<file path="config.mk">
export PLATFORM = sky130hd
export DESIGN_NAME = rcs_run_command
export DESIGN_NICKNAME = d
export VERILOG_FILES = /design/src/rcs_pkg.sv /design/src/rcs_run_command.sv
export VERILOG_INCLUDE_DIRS = /design/src
export SDC_FILE = /design/constraint.sdc
export NUM_CORES = 1
export LEC_CHECK = 0
export BUFFER_PORTS_ARGS = -buffer_cell sky130_fd_sc_hd__buf_4
export CORE_MARGIN = 3
export CORE_UTILIZATION = 55
export CTS_CLUSTER_SIZE = 8
export DETAILED_ROUTE_END_ITERATION = 10
export PLACE_DENSITY = 0.79
export RECOVER_POWER = 50
export SYNTH_ARGS = -nofsm -noshare
export SYNTH_HDL_FRONTEND = slang
export SYNTH_SLANG_ARGS = --single-unit
</file>
<file path="constraint.sdc">
create_clock -name pclk -period 2.7 [get_ports pclk]
set_input_delay 0.405 -clock pclk [delete_from_list [all_inputs] [get_ports pclk]]
set_output_delay 0.405 -clock pclk [all_outputs]
set_load 0.02 [all_outputs]
</file>
<file path="src/rcs_consts.svh">
`ifndef RCS_CONSTS_SVH
`define RCS_CONSTS_SVH

// ==========================================================================
// Register byte offsets
`define RCS_OFS_FREQ_CMD      12'h000
`define RCS_OFS_FREQ_SRC      12'h004
`define RCS_OFS_STEP_BASE     12'h008
`define RCS_OFS_IN_FUNC_BASE  12'h024
`define RCS_OFS_RUN_SRC       12'h038
`define RCS_OFS_KEY_DIR       12'h03c
`define RCS_OFS_DIR_INHIBIT   12'h040
`define RCS_OFS_AUTO_START    12'h044
`define RCS_OFS_STATUS        12'h048

// ==========================================================================
// Reset values
`define RCS_RST_FREQ_SRC      4'h0
`define RCS_RST_RUN_SRC       2'h1
`define RCS_RST_DIR_INHIBIT   2'h0
`define RCS_RST_FREQ          16'h0000

// ==========================================================================
// Terminal function codes
`define RCS_FN_FWD_RUN        5'h00
`define RCS_FN_REV_RUN        5'h01
`define RCS_FN_STEP_B0        5'h05
`define RCS_FN_STEP_B1        5'h06
`define RCS_FN_STEP_B2        5'h07

// ==========================================================================
// Field positions and counts
`define RCS_AUTO_POWERON_BIT  0
`define RCS_AUTO_FAULT_BIT    1
`define RCS_NUM_TERMINALS     5
`define RCS_NUM_STEPS         7

`endif

</file>
<file path="src/rcs_pkg.sv">
package rcs_pkg;

  typedef enum logic [1:0] {
    RCS_SRC_KEYPAD   = 2'h0,
    RCS_SRC_TWO_WIRE = 2'h1,
    RCS_SRC_RUN_DIR  = 2'h2
  } rcs_run_src_t;

  typedef enum logic [1:0] {
    RCS_INH_NONE = 2'h0,
    RCS_INH_FWD  = 2'h1,
    RCS_INH_REV  = 2'h2
  } rcs_inhibit_t;

  typedef enum logic [2:0] {
    RCS_ST_STOP = 3'b001,
    RCS_ST_ARM  = 3'b010,
    RCS_ST_RUN  = 3'b100
  } rcs_state_t;

  typedef struct packed {
    logic        run;
    logic        reverse;
    logic [15:0] target_freq;
  } rcs_cmd_t;

endpackage

</file>
<file path="src/rcs_run_command.sv">
// Implementation choices: register access over APB and the placing of the registers.
`timescale 1ns/1ps
`include "rcs_consts.svh"

module rcs_run_command #(
  parameter int FREQ_W = 16
) (
  input  wire logic                       pclk,
  input  wire logic                       presetn,
  input  wire logic                       psel,
  input  wire logic                       penable,
  input  wire logic                       pwrite,
  input  wire logic [11:0]                paddr,
  input  wire logic [31:0]                pwdata,
  output logic      [31:0]                prdata,
  output logic                            pready,
  output logic                            pslverr,
  input  wire logic                       key_run,
  input  wire logic                       key_stop,
  input  wire logic [4:0]                 input_terminals,
  input  wire logic                       fault_active,
  input  wire logic [FREQ_W-1:0]          source_freq,
  output rcs_pkg::rcs_cmd_t               drive_cmd,
  output logic      [3:0]                 freq_source_sel
);

  // ==========================================================================
  // Input synchronisers
  logic [4:0] term_meta_q;
  logic [4:0] term_q;
  logic [2:0] keys_meta_q;
  logic [2:0] keys_q;
  logic [2:0] keys_prev_q;

  always_ff @(posedge pclk or negedge presetn) begin
    if (!presetn) begin
      term_meta_q <= 5'h00;
      term_q      <= 5'h00;
      keys_meta_q <= 3'h0;
      keys_q      <= 3'h0;
      keys_prev_q <= 3'h0;
    end else begin
      term_meta_q <= input_terminals;
      term_q      <= term_meta_q;
      keys_meta_q <= {fault_active, key_stop, key_run};
      keys_q      <= keys_meta_q;
      keys_prev_q <= keys_q;
    end
  end

  logic run_key_press;
  logic stop_key_press;
  logic fault_cleared;
  assign run_key_press  = keys_q[0] & ~keys_prev_q[0];
  assign stop_key_press = keys_q[1] & ~keys_prev_q[1];
  assign fault_cleared  = ~keys_q[2] & keys_prev_q[2];

  // ==========================================================================
  // Registers
  logic [FREQ_W-1:0] freq_cmd_q;
  logic [3:0]        freq_src_q;
  logic [FREQ_W-1:0] step_freq_q [1:`RCS_NUM_STEPS];
  logic [4:0]        in_func_q   [0:`RCS_NUM_TERMINALS-1];
  logic [1:0]        run_src_q;
  logic              key_dir_q;
  logic [1:0]        inhibit_q;
  logic              pwr_start_en_q;
  logic              fault_restart_en_q;

  logic wr_en;
  assign wr_en   = psel & penable & pwrite;
  assign pready  = 1'b1;

  logic addr_hit;
  always_comb begin
    addr_hit = (paddr[1:0] == 2'h0) && (paddr <= `RCS_OFS_STATUS);
  end
  assign pslverr = psel & penable & ~addr_hit;

  always_ff @(posedge pclk or negedge presetn) begin
    if (!presetn) begin
      freq_cmd_q         <= FREQ_W'(`RCS_RST_FREQ);
      freq_src_q         <= `RCS_RST_FREQ_SRC;
      run_src_q          <= `RCS_RST_RUN_SRC;
      key_dir_q          <= 1'b0;
      inhibit_q          <= `RCS_RST_DIR_INHIBIT;
      pwr_start_en_q     <= 1'b0;
      fault_restart_en_q <= 1'b0;
    end else if (wr_en) begin
      unique case (paddr)
        `RCS_OFS_FREQ_CMD:    freq_cmd_q <= pwdata[FREQ_W-1:0];
        `RCS_OFS_FREQ_SRC:    freq_src_q <= pwdata[3:0];
        `RCS_OFS_RUN_SRC:     run_src_q  <= pwdata[1:0];
        `RCS_OFS_KEY_DIR:     key_dir_q  <= pwdata[0];
        `RCS_OFS_DIR_INHIBIT: inhibit_q  <= pwdata[1:0];
        `RCS_OFS_AUTO_START: begin
          pwr_start_en_q     <= pwdata[`RCS_AUTO_POWERON_BIT];
          fault_restart_en_q <= pwdata[`RCS_AUTO_FAULT_BIT];
        end
        default: ;
      endcase
    end
  end

  // Step tables and terminal functions, one word each
  genvar gi;
  generate
    for (gi = 1; gi <= `RCS_NUM_STEPS; gi++) begin : g_step
      always_ff @(posedge pclk or negedge presetn) begin
        if (!presetn) begin
          step_freq_q[gi] <= FREQ_W'(`RCS_RST_FREQ);
        end else if (wr_en && paddr == `RCS_OFS_STEP_BASE + 12'(4 * (gi - 1))) begin
          step_freq_q[gi] <= pwdata[FREQ_W-1:0];
        end
      end
    end
    for (gi = 0; gi < `RCS_NUM_TERMINALS; gi++) begin : g_func
      always_ff @(posedge pclk or negedge presetn) begin
        if (!presetn) begin
          in_func_q[gi] <= 5'(gi);
        end else if (wr_en && paddr == `RCS_OFS_IN_FUNC_BASE + 12'(4 * gi)) begin
          in_func_q[gi] <= pwdata[4:0];
        end
      end
    end
  endgenerate

  // ==========================================================================
  // Terminal decode
  logic       fwd_in;
  logic       rev_in;
  logic [2:0] step_idx;

  always_comb begin
    fwd_in = term_q[0] & (in_func_q[0] == `RCS_FN_FWD_RUN);
    rev_in = term_q[1] & (in_func_q[1] == `RCS_FN_REV_RUN);
    step_idx = {term_q[4] & (in_func_q[4] == `RCS_FN_STEP_B2),
                term_q[3] & (in_func_q[3] == `RCS_FN_STEP_B1),
                term_q[2] & (in_func_q[2] == `RCS_FN_STEP_B0)};
  end

  // Terminal request and direction for the selected source
  logic term_req;
  logic term_rev;
  always_comb begin
    term_req = 1'b0;
    term_rev = 1'b0;
    unique case (run_src_q)
      rcs_pkg::RCS_SRC_TWO_WIRE: begin
        term_req = fwd_in ^ rev_in;
        term_rev = rev_in;
      end
      rcs_pkg::RCS_SRC_RUN_DIR: begin
        term_req = fwd_in;
        term_rev = rev_in;
      end
      default: ;
    endcase
  end

  // ==========================================================================
  // Run state
  rcs_pkg::rcs_state_t state_q;
  logic [1:0]          settle_q;
  logic                settled;
  logic                pwr_up_q;
  logic                keypad_src;
  assign keypad_src = (run_src_q == rcs_pkg::RCS_SRC_KEYPAD);
  assign settled    = (settle_q == 2'h2);

  // Terminals are only trusted once the synchronisers hold real samples
  always_ff @(posedge pclk or negedge presetn) begin
    if (!presetn) begin
      settle_q <= 2'h0;
    end else if (!settled) begin
      settle_q <= settle_q + 2'h1;
    end
  end

  // Power-up arming lasts until the first run, stop or fault
  always_ff @(posedge pclk or negedge presetn) begin
    if (!presetn) begin
      pwr_up_q <= 1'b1;
    end else if (keys_q[2] || state_q != rcs_pkg::RCS_ST_ARM) begin
      pwr_up_q <= 1'b0;
    end
  end

  always_ff @(posedge pclk or negedge presetn) begin
    if (!presetn) begin
      state_q <= rcs_pkg::RCS_ST_ARM;
    end else if (keys_q[2]) begin
      state_q <= rcs_pkg::RCS_ST_ARM;
    end else if (keypad_src) begin
      if (stop_key_press) begin
        state_q <= rcs_pkg::RCS_ST_STOP;
      end else if (run_key_press) begin
        state_q <= rcs_pkg::RCS_ST_RUN;
      end else if (state_q == rcs_pkg::RCS_ST_ARM) begin
        state_q <= rcs_pkg::RCS_ST_STOP;
      end
    end else begin
      unique case (state_q)
        rcs_pkg::RCS_ST_STOP: begin
          if (term_req) begin
            state_q <= rcs_pkg::RCS_ST_RUN;
          end
        end
        rcs_pkg::RCS_ST_ARM: begin
          if (!settled) begin
            state_q <= rcs_pkg::RCS_ST_ARM;
          end else if (!term_req) begin
            state_q <= rcs_pkg::RCS_ST_STOP;
          end else if (pwr_up_q && pwr_start_en_q) begin
            state_q <= rcs_pkg::RCS_ST_RUN;
          end else if (fault_cleared && fault_restart_en_q) begin
            state_q <= rcs_pkg::RCS_ST_RUN;
          end
        end
        rcs_pkg::RCS_ST_RUN: begin
          if (!term_req) begin
            state_q <= rcs_pkg::RCS_ST_STOP;
          end
        end
        default: state_q <= rcs_pkg::RCS_ST_STOP;
      endcase
    end
  end

  // Power-up with a live terminal must not run unless enabled
  logic armed_at_reset_q;
  always_ff @(posedge pclk or negedge presetn) begin
    if (!presetn) begin
      armed_at_reset_q <= 1'b1;
    end else begin
      armed_at_reset_q <= 1'b0;
    end
  end

  // ==========================================================================
  // Command output
  logic             run_now;
  logic             rev_now;
  logic [FREQ_W-1:0] step_freq;

  always_comb begin
    rev_now = keypad_src ? key_dir_q : term_rev;
    run_now = (state_q == rcs_pkg::RCS_ST_RUN) && !armed_at_reset_q;
    if (inhibit_q == rcs_pkg::RCS_INH_FWD && !rev_now) begin
      run_now = 1'b0;
    end
    if (inhibit_q == rcs_pkg::RCS_INH_REV && rev_now) begin
      run_now = 1'b0;
    end
    if (step_idx == 3'h0) begin
      step_freq = source_freq;
    end else begin
      step_freq = step_freq_q[step_idx];
    end
  end

  always_ff @(posedge pclk or negedge presetn) begin
    if (!presetn) begin
      drive_cmd <= '0;
    end else begin
      drive_cmd.run         <= run_now;
      drive_cmd.reverse     <= rev_now;
      drive_cmd.target_freq <= run_now ? step_freq : '0;
    end
  end

  assign freq_source_sel = freq_src_q;

  // ==========================================================================
  // Read mux
  always_comb begin
    prdata = 32'h0000_0000;
    if (psel && !pwrite) begin
      if (paddr == `RCS_OFS_FREQ_CMD) prdata[FREQ_W-1:0] = freq_cmd_q;
      if (paddr == `RCS_OFS_FREQ_SRC) prdata[3:0] = freq_src_q;
      for (int i = 1; i <= `RCS_NUM_STEPS; i++) begin
        if (paddr == `RCS_OFS_STEP_BASE + 12'(4 * (i - 1))) prdata[FREQ_W-1:0] = step_freq_q[i];
      end
      for (int i = 0; i < `RCS_NUM_TERMINALS; i++) begin
        if (paddr == `RCS_OFS_IN_FUNC_BASE + 12'(4 * i)) prdata[4:0] = in_func_q[i];
      end
      if (paddr == `RCS_OFS_RUN_SRC) prdata[1:0] = run_src_q;
      if (paddr == `RCS_OFS_KEY_DIR) prdata[0] = key_dir_q;
      if (paddr == `RCS_OFS_DIR_INHIBIT) prdata[1:0] = inhibit_q;
      if (paddr == `RCS_OFS_AUTO_START) prdata[1:0] = {fault_restart_en_q, pwr_start_en_q};
      if (paddr == `RCS_OFS_STATUS) prdata[22:0] = {step_idx, drive_cmd.run, drive_cmd.reverse,
                                                   state_q, term_q, 10'h000};
    end
  end

endmodule

</file>
After elaboration in Yosys (flattened, before gate mapping) --
Cells that the tools add are included.
Word-level totals: flip-flop bits (word level) 208, bits of input ports 73, output and inout port bits 56, word-level logic and storage cells 164
Cells by class: $add $sub $neg 1, $lt $le $gt $ge 2, equality and inequality tests 35, muxes and demuxes 42, bitwise logic cells 17, reductions and logical operators 36
Operators with widths (number):
- $mux W16 | 12
- $eq A12 B6 Y1 const B | 8
- $bmux W16 S3 | 1
- $eq A12 B5 Y1 const B | 4
- $mux W23 | 2
- $eq A12 B7 Y1 const B | 3
- $mux W3 | 11
- $mux W5 | 5
- $eq A12 B4 Y1 const B | 2
- $logic_and A1 B1 Y1 | 19
- $eq A5 B3 Y1 const B | 3
- $eq A12 B3 Y1 const B | 1
- $le A12 B7 Y1 const B | 1
- $logic_not A12 Y1 | 1
- $reduce_and A2 Y1 | 6
- $and A1 B1 Y1 | 11
- $pmux W3 S3 | 1
- $ne A4 B4 Y1 const B | 2
- $ne A7 B5 Y1 const B | 1
- $eq A2 B2 Y1 const B | 3
- $mux W2 | 3
- $eq A5 B1 Y1 const B | 1
- $logic_not A5 Y1 | 1
- $mux W1 | 5
- 19 further kinds | 26

Depth between registers and ports, before layout --
Gate-level depths: netlist (run 1).
depth after elaboration 21, mapped depth 9, mapped depth without buffers 8

Worst setup path after synthesis (run 1) --
OpenSTA, ideal clock, no wires.
kind input-to-output, start point input paddr[5], end point output prdata[8], arrival 2254 ps, data required time 2295 ps, setup slack 41 ps, stages on the path 7, buffers on the path 2, path through buf_6 nor4b_4 nand3_2 buf_6 or2_4 o221a_2 nor3_1
On the way: word-level cells in the longest chain between the ends 11, elaborated cells between the ends (all ways) 19, those cells by class eq/ne (8); mux (10); reduce/logical (1)
Ends and longest elaborated chain:
- from (decl) | RTL line rcs_run_command.sv:13 | input wire logic [11:0] paddr,
- $logic_not A12 Y1
- $mux W16 | RTL line rcs_run_command.sv:279 | if (paddr == `RCS_OFS_FREQ_CMD) prdata[FREQ_W-1:0] = freq_cmd_q;
- $mux W16 (7 in series) | RTL line rcs_run_command.sv:282 | if (paddr == `RCS_OFS_STEP_BASE + 12'(4 * (i - 1))) prdata[FREQ_W-1:0] = step_freq_q[i];
- $mux W23 * | RTL line rcs_run_command.sv:291 | if (paddr == `RCS_OFS_STATUS) prdata[22:0] = {step_idx, drive_cmd.run, drive_cmd.reverse,
- $mux W23 * | RTL line rcs_run_command.sv:278 | if (psel && !pwrite) begin
- to (decl) | RTL line rcs_run_command.sv:15 | output logic [31:0] prdata,
Mark *: on every way between the ends. The rest lies on a longest branch, timed or not.

Worst setup path after layout (run 1) --
start point register step_freq_q[82] (netlist name), end point output prdata[2]
On the way: word-level cells in the longest chain between the ends 13
Ends and longest elaborated chain:
- from (decl) | RTL line rcs_run_command.sv:62 | logic [FREQ_W-1:0] step_freq_q [1:`RCS_NUM_STEPS];
- from (signal, indexed assignment) | RTL line rcs_run_command.sv:111 | step_freq_q[gi] <= FREQ_W'(`RCS_RST_FREQ);
- from (signal, indexed assignment) | RTL line rcs_run_command.sv:113 | step_freq_q[gi] <= pwdata[FREQ_W-1:0];
- $mux W16 (6 in series) | RTL line rcs_run_command.sv:282
- $mux W5 (5 in series) | RTL line rcs_run_command.sv:285 | if (paddr == `RCS_OFS_IN_FUNC_BASE + 12'(4 * i)) prdata[4:0] = in_func_q[i];
- $mux W23 | RTL line rcs_run_command.sv:291
- $mux W23 | RTL line rcs_run_command.sv:278
No other way between the ends.

==> results of run 1 <==
-- timing repair --
action                                 in CTS  in global routing
endpoints found under the hold margin      35                  0
pin swaps                                   2                  1
hold buffers                                9                  0
setup endpoints to repair                   3                 14
gates resized for setup                     2                  9
setup buffers                               2                  2
-- logic make-up after synthesis --
kind of cell,Yosys count,synth area share
flops,208,0.475
buf+inv,87,0.0395
mux,199,0.208
compound gates,153,0.0928
fa+ha+maj,4,0.00455
other cells,2,0.000683
xor+xnor,2,0.00159
simple gates,397,0.179
-- path summary, 6_finish.rpt --
check / start / endpoint / slack [ns] / depth (start not counted)
max in group asynchronous: presetn / freq_source_sel[3] / 0.38 / 3
min: pwdata[8] / freq_cmd_q[8] / 0.15 / 2
min in group asynchronous: presetn / drive_cmd[8] / 0.83 / 2
max: step_freq_q[82] / prdata[2] / -0.04 / 6
min reg2reg: keys_meta_q[1] / keys_q[1] / 0.34 / 0
max reg2reg: run_src_q[0] / state_q[2] / 0.29 / 8
-- layout make-up --
type	count	area, um2	area share
tap	265	332	0.0250
clock buffer	39	763	0.0575
multi-input combinational	766	5410	0.407
clock inverter	1	8.76	0.000659
sequential	208	5220	0.393
timing repair buffer	182	1510	0.114
inverter	10	37.5	0.00283
-- sequential cells by signal (all words and copies together) (netlist names) --
signal and cells:
pwr_up_q 1, keys_meta_q 3, term_q 5, state_q 3, keys_prev_q 3, armed_at_reset_q 1, freq_cmd_q 16, inhibit_q 2
settle_q 2, step_freq_q 112, fault_restart_en_q 1, pwr_start_en_q 1, in_func_q 25, key_dir_q 1, keys_q 3, drive_cmd 18
term_meta_q 5, run_src_q 2, freq_source_sel 4
-- routing by layer --
metal  wire length [um]  track usage  up-vias
li1                   -            -     4046
met4               1510        0.139        0
met1              13300        0.413     4646
met2              15600        0.483      548
met5                  0            0        -
met3               3090       0.0577      115
-- power breakdown --
group | leakage, nW | internal [mW] | total [mW] | switching (mW)
Sequential | 2.82 | 3.16 | 3.20 | 0.0385
Combinational | 3.01 | 0.210 | 0.549 | 0.339
Clock | 0.374 | 1.92 | 3.21 | 1.29
-- stage by stage --
step | cell area, um2 | hold slack, ns | cells | worst slack (ns) | setup TNS (ns)
after floorplan | 11000 | 0.109 | 1061 | 0.0410 | 0
after global placement | 12400 | 0.317 | 1418 | -0.0390 | -0.0652
after detailed placement | 12400 | 0.316 | 1418 | -0.0652 | -0.0652
after CTS | 13300 | 0.134 | 1469 | -0.0498 | -0.0498
after global routing | 13300 | 0.157 | 1471 | -0.159 | -0.419
final | 13300 | 0.151 | 1471 | -0.0442 | -0.0442
-- layout by cell type, fill, tap and decap left out, types with 5 or more instances in the layout --
cell type / instances
dfstp_2: 9
nor3_1: 12
dlygate4sd3_1: 9
o211ai_1: 12
and2_1: 5
mux2_2: 162
a31oi_1: 7
o22ai_1: 13
clkbuf_16: 29
mux2_4: 5
mux2i_1: 18
inv_1: 10
o21ai_0: 23
a21oi_1: 39
buf_6: 5
dfrtp_1: 199
nor2_2: 11
nand2_1: 161
clkbuf_1: 12
mux2_1: 10
buf_12: 9
nor2_1: 37
nand3_1: 107
clkbuf_4: 9
nand2b_1: 8
and3_1: 6
a22oi_1: 15
conb_1: 11
nor2b_1: 9
buf_4: 148
-- worst reg2reg max path, cell delays in order, from the launching register on --
cell and delay (ns):
dfstp_2 0.54, inv_1 0.07, ha_1 0.22, or4b_2 0.66
a31oi_1 0.17, o2111a_1 0.20, nor2_2 0.06, o211a_1 0.15
nor4_2 0.25
==> flow_metrics.py, run 1 <==
metrics = {
    "outcome": {
        "status": "finished with violations",
        "violations": "capacitance limit, slew limit, setup timing",
    },
    "drt": {
        "drc": 0,
        "viasPerCell": 6.36,
        "drtPass1Iterations": 7,
        "wire_per_inst_um": 22.8,
        "routed_wl_um": 33500,
        "route.vias.total": 9355,
        "drtAntennaViolNets": 0,
        "drtIter0Drc": 975,
    },
    "place": {
        "place_congestion": 0.982,
        "io_buffers": 102,
        "dpl.hpwl_um": 22200,
    },
    "yosys": {
        "synth-async-reset-ratio": 1.00,
        "avgSynthCellArea_um2": 10.4,
        "synth-main-ff-cell": "dfrtp_1",
        "netlist_top_cells_count": "dfrtp_1 (199), mux2_2 (162), nand2_1 (161)",
        "yosysUniqueCellTypes": 76,
        "yosys_warnings": 0,
        "synth_top_area_share": 0.453,
        "synth_top_cell_by_area": "dfrtp_1",
        "syn_area_um2": 11000,
        "synthCells": 1052,
        "yosysSeqAreaShare": 0.475,
        "synth.area.top_cells": "dfrtp_1 (45%), mux2_2 (17%), nand2_1 (5.5%)",
        "synth_seq_cells": 208,
        "synth.most_common_cell": "dfrtp_1",
        "synth_edf_count": 0,
    },
    "timing": {
        "period_minus_slack_ns": 2.74,
        "fin_ws_ns": -0.0442,
        "finalHoldViolations": 0,
        "period_share": 1.02,
        "grt_setup_unrepaired": "yes",
        "clock.fmax_ghz": 0.364,
        "finClkSkew_ns": 0.0195,
        "finalMaxSlewViolations": 31,
        "relSlewSlack": -0.107,
        "finalSetupViolCount": 1,
        "worst_pin_slew_ns": 1.66,
    },
    "die": {
        "dieWidth_um": 147,
        "fp-row-count": 51,
        "die_h_um": 147,
        "start_util": 0.563,
        "io_pins": 129,
        "core_area_um2": 19500,
        "die-area_um2": 21700,
    },
    "grt": {
        "grt_pass1_wl_um": 52400,
        "overflow": 0,
        "grt_antenna_before_repair": 0,
        "grt_pass1_vias": 9432,
        "grt_max_degree": 74,
        "grt_usage": 0.306,
    },
    "pwr": {
        "p_leak_nw": 6.20,
        "power_mw": 6.96,
        "irDropWorstVdd_v": 0.000455,
        "pwr_density_cell_nw_per_um2": 524,
    },
    "clock_tree": {
        "path_clk_slew_ns": 0.05,
        "clk_latency_ns": 0.54,
        "cts-buffers-inserted": 29,
        "root_buffer": "clkbuf_16",
        "clock_sinks": 208,
        "clk_path_buf_depth": 3,
        "htree_levels": 1,
        "cts_tree": "done",
    },
    "cells_and_area": {
        "fillers": 1493,
        "fin_util": 0.680,
        "num_antenna_cells": 0,
        "nets": 1274,
        "final_layout_size_suffix_gt1_frac": 0.352,
        "area_growth_syn_to_layout_pct": 20.9,
    },
    "setup_path": {
        "slowest_stage": "mux4_2",
        "crit_arrival_ns": 2.34,
        "end_kind": "output port",
        "worst-path-buf-inv": 1,
        "critical_path_required_ns": 2.30,
        "cp_cell_sequence": "mux4_2, mux2_2, a311oi_2, o22ai_1, and3_1, buf_4",
        "critPathKind": "flip-flop to output port",
        "crit_family": "multiplexers",
        "slowest_delay_ns": 0.50,
        "critPathLaunchType": "flip-flop",
        "worstPathMaxFanout": 2,
    },
    "worst_hold_path": {
        "min_path_type": "input pin to flip-flop",
    },
    "flow_run": {
        "cap_violations": 1,
    },
}
Note: power is estimated with default switching activity, not from simulation.
==> run 2: changes to the inputs <==
--- a/config.mk
+++ b/config.mk
@@ -8,7 +8,8 @@
 export LEC_CHECK = 0
 export BUFFER_PORTS_ARGS = -buffer_cell sky130_fd_sc_hd__buf_4
 export CORE_MARGIN = 3
-export CORE_UTILIZATION = 55
+export CORE_UTILIZATION = 53
+export CTS_CLUSTER_DIAMETER = 150
 export CTS_CLUSTER_SIZE = 8
 export DETAILED_ROUTE_END_ITERATION = 10
 export PLACE_DENSITY = 0.79
==> constraint.sdc (replaced) <==
create_clock -name pclk -period 2.4 [get_ports pclk]
set_input_delay 0.36 -clock pclk [delete_from_list [all_inputs] [get_ports pclk]]
set_output_delay 0.36 -clock pclk [all_outputs]
set_load 0.02 [all_outputs]
==> run 2 against run 1 <==
  * The flow finishes with violations (setup timing)
  * Core utilization up 1.8 points
  * Setup slack worse by 0.27 ns
  * Power up 14%
  * Cell count up 5.0%
  * Register-to-register slack worse by 0.22 ns
  * Largest cell class unchanged
  * Critical path type unchanged
  * Highest routed layer unchanged
  * Critical endpoint unchanged
==> flow_metrics.py, run 2 (synthesized netlist as in run 1, its figures left out) <==
metrics = {
    "grt": {
        "grt_usage": 0.314,
        "grt_max_degree": 74,
        "overflow": 0,
        "grt_antenna_before_repair": 0,
        "grt_pass1_vias": 9871,
        "grt_pass1_wl_um": 55000,
    },
    "timing": {
        "finalSetupViolCount": 11,
        "clock.fmax_ghz": 0.369,
        "relSlewSlack": 0.271,
        "holdWs_ns": 0.104,
        "period_minus_slack_ns": 2.71,
        "finalMaxSlewViolations": 0,
        "period_share": 1.13,
        "finalHoldViolations": 0,
        "fin_ws_ns": -0.310,
        "grt_setup_unrepaired": "yes",
        "worst_pin_slew_ns": 1.09,
        "finClkSkew_ns": 0.0211,
    },
    "worst_hold_path": {
        "whs_path_depth": 2,
        "hold_end": "freq_cmd_q[7]",
        "worstHoldStart": "pwdata[7]",
        "min_path_type": "input pin to flip-flop",
    },
    "pwr": {
        "irDropWorstVdd_v": 0.000516,
        "p_leak_nw": 6.63,
        "pwr_density_cell_nw_per_um2": 558,
        "power_mw": 7.91,
    },
    "cells_and_area": {
        "final_layout_size_suffix_gt1_frac": 0.411,
        "nets": 1342,
        "final_area_um2": 14200,
        "area_growth_syn_to_layout_pct": 28.9,
        "reg_top3": "step_freq_q (112), in_func_q (25), drive_cmd (18)",
        "final_common_cell": "buf_4",
        "regMostFlops": "step_freq_q",
        "layout_common_cells": "buf_4 (201), dfrtp_1 (199), mux2_2 (160)",
        "num_antenna_cells": 0,
        "finalNonFillerCells": 1545,
        "largest_reg_flops": 112,
        "fin_util": 0.698,
    },
    "drt": {
        "route.vias.total": 9664,
        "drtPass1Iterations": 6,
        "viasPerCell": 6.26,
        "wire_per_inst_um": 23.2,
        "drc": 0,
        "routed_wl_um": 35800,
        "drtAntennaViolNets": 0,
        "drtIter0Drc": 956,
    },
    "clock_tree": {
        "cts-buffers-inserted": 29,
        "path_clk_slew_ns": 0.05,
        "clock_sinks": 208,
        "cts_tree": "done",
        "htree_levels": 1,
        "root_buffer": "clkbuf_16",
        "clk_latency_ns": 0.55,
        "clk_path_buf_depth": 3,
    },
    "setup_path": {
        "critical_path_required_ns": 2.04,
        "worstReg2RegStart": "run_src_q[0]",
        "end_kind": "output port",
        "worst_r2r_path_depth": 8,
        "critPathLaunchType": "flip-flop",
        "crit_arrival_ns": 2.35,
        "ff2ff_setup_slack_ns": 0.07,
        "regToRegEndpoint": "state_q[2]",
        "worstPathMaxFanout": 2,
        "critPathKind": "flip-flop to output port",
    },
    "die": {
        "start_util": 0.541,
        "core_area_um2": 20300,
        "die_h_um": 150,
        "fp-row-count": 52,
        "die-area_um2": 22500,
        "dieWidth_um": 150,
        "io_pins": 129,
    },
    "place": {
        "place_congestion": 0.967,
        "io_buffers": 102,
        "placed_cells": 1477,
        "dpl.hpwl_um": 23700,
        "place_area_um2": 12900,
    },
    "outcome": {
        "status": "finished with violations",
        "violations": "setup timing",
    },
    "flow_run": {
        "cap_violations": 0,
    },
}
-- run 2: cell types whose count changed in the layout (fill, tap and decap cells not counted), sizes merged --
cell / previous run / this run
bufbuf: 0 / 1
clkbuf: 50 / 53
buf: 162 / 227
-- run 2: report_power, final --
| part | switching (mW) | internal, mW |
|---|---|---|
| clock | 1.45 | 2.17 |
| combinational | 0.420 | 0.281 |
| sequential | 0.0309 | 3.56 |
| total | 1.90 | 6.01 |
-- run 2: metal layers --
| layer | share of wire | global-route usage | wire length [um] | vias up |
|---|---|---|---|---|
| met1 | 0.40 | 0.433 | 14400 | 4817 |
| met3 | 0.087 | 0.0500 | 3120 | 114 |
| met2 | 0.47 | 0.500 | 16900 | 539 |
| li1 | - | - | - | 4194 |
| met5 | 0 | 0 | 0 | - |
| met4 | 0.040 | 0.126 | 1440 | 0 |
-- run 2: repair_timing --
item / CTS / global route
pin swaps: 20 / 24
hold buffers: 9 / 0
gates cloned: 1 / 1
setup buffers: 10 / 6
endpoints found under the setup margin: 23 / 23
hold endpoints to repair: 47 / 0
resized for setup: 36 / 25
-- run 2: worst max-delay path, stage by stage (launching register included) --
cell	delay, ns
dfrtp_1	0.38
mux4_2	0.50
mux2_4	0.29
a311oi_2	0.24
o22ai_1	0.11
and3_1	0.17
buf_6	0.13
-- run 2: worst max-delay path by stage --
stage,end,start,cells after the start,slack (ns)
2_1_floorplan,prdata[9],paddr[5],7,0.003
3_3_place_gp,prdata[15],paddr[9],9,-0.22
3_5_place_dp,prdata[15],paddr[9],9,-0.24
4_1_cts,prdata[2],step_freq_q[82],6,-0.30
5_1_grt,prdata[2],freq_source_sel[2],6,-0.39
6_report,prdata[2],step_freq_q[82],6,-0.31
-- run 2: metrics by stage --
step / setup slack (ns) / TNS (ns)
after global routing: -0.387 / -18.22
after CTS: -0.300 / -0.683
after floorplan: 0.00302 / 0
after detailed placement: -0.241 / -1.70
final: -0.310 / -0.839
after global placement: -0.224 / -1.18
-- run 2: final cells by class --
class,count,area [um2]
Sequential cell,208,5220
Tap cell,270,338
Fill cell,1466,6130
Timing Repair Buffer,250,2160
Multi-Input combinational cell,766,5640
Inverter,10,37.5
Clock inverter,1,8.76
Clock buffer,40,767
==> run 3: changes to the inputs <==
--- a/config.mk
+++ b/config.mk
@@ -6,9 +6,12 @@
 export SDC_FILE = /design/constraint.sdc
 export NUM_CORES = 1
 export LEC_CHECK = 0
+export ABC_AREA = 1
 export BUFFER_PORTS_ARGS = -buffer_cell sky130_fd_sc_hd__buf_4
+export CELL_PAD_IN_SITES_DETAIL_PLACEMENT = 1
+export CELL_PAD_IN_SITES_GLOBAL_PLACEMENT = 1
 export CORE_MARGIN = 3
-export CORE_UTILIZATION = 53
+export CORE_UTILIZATION = 39
 export CTS_CLUSTER_DIAMETER = 150
 export CTS_CLUSTER_SIZE = 8
 export DETAILED_ROUTE_END_ITERATION = 10
==> run 3 against run 2 <==
  * Non-clock buffer count up 17
  * Power down 3.1%
  * Design area is 1.4% higher
  * Cell count rose by 24%
  * Largest cell class is now registers
  * Sequential cell count did not move
  * Clock skew down 0.0044 ns
  * Clock power rose by 2%
  * Setup slack improved by 0.017 ns
  * The run still ends with setup timing left
==> flow_metrics.py, run 3 <==
metrics = {
    "outcome": {
        "status": "finished with violations",
        "violations": "setup timing",
    },
    "drt": {
        "wire_per_inst_um": 21.9,
        "drtIter0Drc": 900,
        "viasPerCell": 5.64,
        "routed_wl_um": 41900,
        "drc": 0,
        "route.vias.total": 10826,
        "drtAntennaViolNets": 0,
        "drtPass1Iterations": 5,
    },
    "place": {
        "place_ws_ns": -0.341,
        "place_congestion": 0.877,
        "place_area_um2": 12600,
        "dpl.hpwl_um": 27000,
        "placed_cells": 1835,
        "io_buffers": 102,
    },
    "clock_tree": {
        "clock_sinks": 208,
        "htree_levels": 1,
        "clk_latency_ns": 0.55,
        "path_clk_slew_ns": 0.05,
        "root_buffer": "clkbuf_16",
        "cts-buffers-inserted": 29,
        "clk_path_buf_depth": 3,
        "cts_tree": "done",
    },
    "die": {
        "fp-row-count": 59,
        "die_h_um": 171,
        "die-area_um2": 29300,
        "io_pins": 129,
        "core_area_um2": 26400,
        "dieWidth_um": 171,
        "start_util": 0.403,
    },
    "yosys": {
        "synth.most_common_cell": "nand2_1",
        "avgSynthCellArea_um2": 7.94,
        "yosys_warnings": 0,
        "yosysUniqueCellTypes": 56,
        "synth-async-reset-ratio": 1.00,
        "netlist_top_cells_count": "nand2_1 (362), o21ai_0 (232), dfrtp_1 (199)",
        "synth_edf_count": 0,
        "synth-main-ff-cell": "dfrtp_1",
        "syn_area_um2": 10700,
        "synth.area.top_cells": "dfrtp_1 (47%), nand2_1 (13%), o21ai_0 (11%)",
        "synth_top_cell_by_area": "dfrtp_1",
        "synthCells": 1342,
        "synth_seq_cells": 208,
        "synth_top_area_share": 0.467,
        "yosysSeqAreaShare": 0.489,
    },
    "worst_hold_path": {
        "worstHoldStart": "source_freq[11]",
        "hold_end": "drive_cmd[11]",
        "min_path_type": "input pin to flip-flop",
        "whs_path_depth": 3,
    },
    "timing": {
        "period_share": 1.12,
        "finalMaxSlewViolations": 0,
        "clock.fmax_ghz": 0.371,
        "fin_ws_ns": -0.292,
        "relSlewSlack": 0.172,
        "period_minus_slack_ns": 2.69,
        "finalSetupViolCount": 18,
        "worst_pin_slew_ns": 1.24,
        "grt_setup_unrepaired": "yes",
        "finClkSkew_ns": 0.0167,
        "finalHoldViolations": 0,
    },
    "setup_path": {
        "end_kind": "output port",
        "worstReg2RegStart": "in_func_q[2]",
        "crit_arrival_ns": 2.33,
        "worst_r2r_path_depth": 13,
        "regToRegEndpoint": "drive_cmd[3]",
        "critical_path_required_ns": 2.04,
        "critPathLaunchType": "input pin",
        "ff2ff_setup_slack_ns": -0.05,
        "critPathKind": "input pin to output port",
        "worstPathMaxFanout": 6,
    },
    "cells_and_area": {
        "area_growth_syn_to_layout_pct": 34.7,
        "fillers": 3157,
        "reg_top3": "step_freq_q (112), in_func_q (25), drive_cmd (18)",
        "final_layout_size_suffix_gt1_frac": 0.269,
        "layout_common_cells": "nand2_1 (346), o21ai_0 (219), dfrtp_1 (199)",
        "final_common_cell": "nand2_1",
        "finalNonFillerCells": 1918,
        "nets": 1650,
        "final_area_um2": 14400,
        "num_antenna_cells": 0,
        "largest_reg_flops": 112,
        "regMostFlops": "step_freq_q",
    },
    "grt": {
        "grt_max_degree": 66,
        "grt_usage": 0.274,
        "overflow": 0,
        "grt_antenna_before_repair": 0,
        "grt_pass1_vias": 11426,
        "grt_pass1_wl_um": 63000,
    },
    "flow_run": {
        "cap_violations": 0,
    },
    "pwr": {
        "pwr_density_cell_nw_per_um2": 534,
        "p_leak_nw": 6.75,
        "irDropWorstVdd_v": 0.000460,
    },
}
## run 3: cell types whose count changed in the layout (fill, tap and decap cells not counted), sizes merged, moves of 21 or more
cell    delta
inv      +135
nand2    +205
o21ai    +222
buf       +21
nand3     -61
o211ai    +28
mux2     -177
## run 3: final cells by class
cell class,count,area [um2],share of cell area
multi-input cells,920,5000,0.348
repair buffers,267,2340,0.163
clock inverters,1,8.76,0.000610
inverters,147,601,0.0418
well taps,335,419,0.0292
clock buffers,40,767,0.0534
flip-flops and latches,208,5220,0.363
## run 3: cell families (layout without fill, tap and decap cells)
logic type                 count (synthesis)  after routing  synth area share
AOI/OAI and AO/OA                        389            389             0.208
adders and majority gates                  4              4           0.00470
DFF                                      208            208             0.489
and+or+nand+nor                          515            515             0.210
xor gates and xnor gates                   1              1          0.000822
buffers and inverters                    223            455            0.0858
other                                      2             11          0.000705
## run 3: where the power goes
group          internal, mW  leakage, nW  switching, mW
sequential             3.54         2.81         0.0218
clock                  2.17        0.375           1.54
combinational         0.131         3.57          0.259
total                  5.84         6.75           1.82
## run 3: repair_timing
item	in CTS	in global routing
resized for setup	101	81
hold buffers	9	0
pin swaps	40	44
cloned	1	0
setup buffers	20	13
endpoints found under the setup margin	38	35
endpoints found under the hold margin	44	0
## run 3: worst max path at each step
stage,from,slack (ns),endpoint
floorplan,paddr[9],0.13,prdata[3]
finish,paddr[2],-0.29,prdata[3]
CTS,paddr[11],-0.26,prdata[0]
global placement,paddr[9],-0.29,prdata[3]
global route,paddr[2],-0.42,prdata[3]
detailed placement,paddr[9],-0.34,prdata[3]
## run 3: worst max-delay path: stages
cell and delay [ns]:
buf_4 0.13, inv_1 0.13, nand3_2 0.11, nor2_4 0.14
nand2_4 0.10, inv_4 0.09, nand2_1 0.10, nand3_2 0.09
nor2_1 0.05, o211ai_1 0.22, nand2_1 0.12, a21oi_2 0.17
o21bai_1 0.09, nand2_1 0.06, a21oi_1 0.05, nor2_1 0.13
buf_4 0.17
## run 3: layer usage
layer | GRT usage | routed length (um) | up-vias
met1 | 0.337 | 16700 | 5382
met3 | 0.0354 | 2120 | 135
met2 | 0.482 | 21100 | 399
met4 | 0.123 | 2030 | 0
li1 | - | - | 4910
met5 | 0 | 0 | -
## run 3: stage by stage
stage | power, mW | hold WS, ns | TNS (ns) | util
after detailed placement | 3.97 | 0.333 | -4.29 | 0.476
after global placement | 3.96 | 0.333 | -3.11 | 0.476
after floorplan | 3.73 | 0.0644 | 0 | -
final | 7.67 | 0.0591 | -2.84 | 0.543
after global routing | 7.90 | 0.0602 | -5.82 | 0.543
after CTS | 7.69 | 0.0457 | -2.25 | 0.530
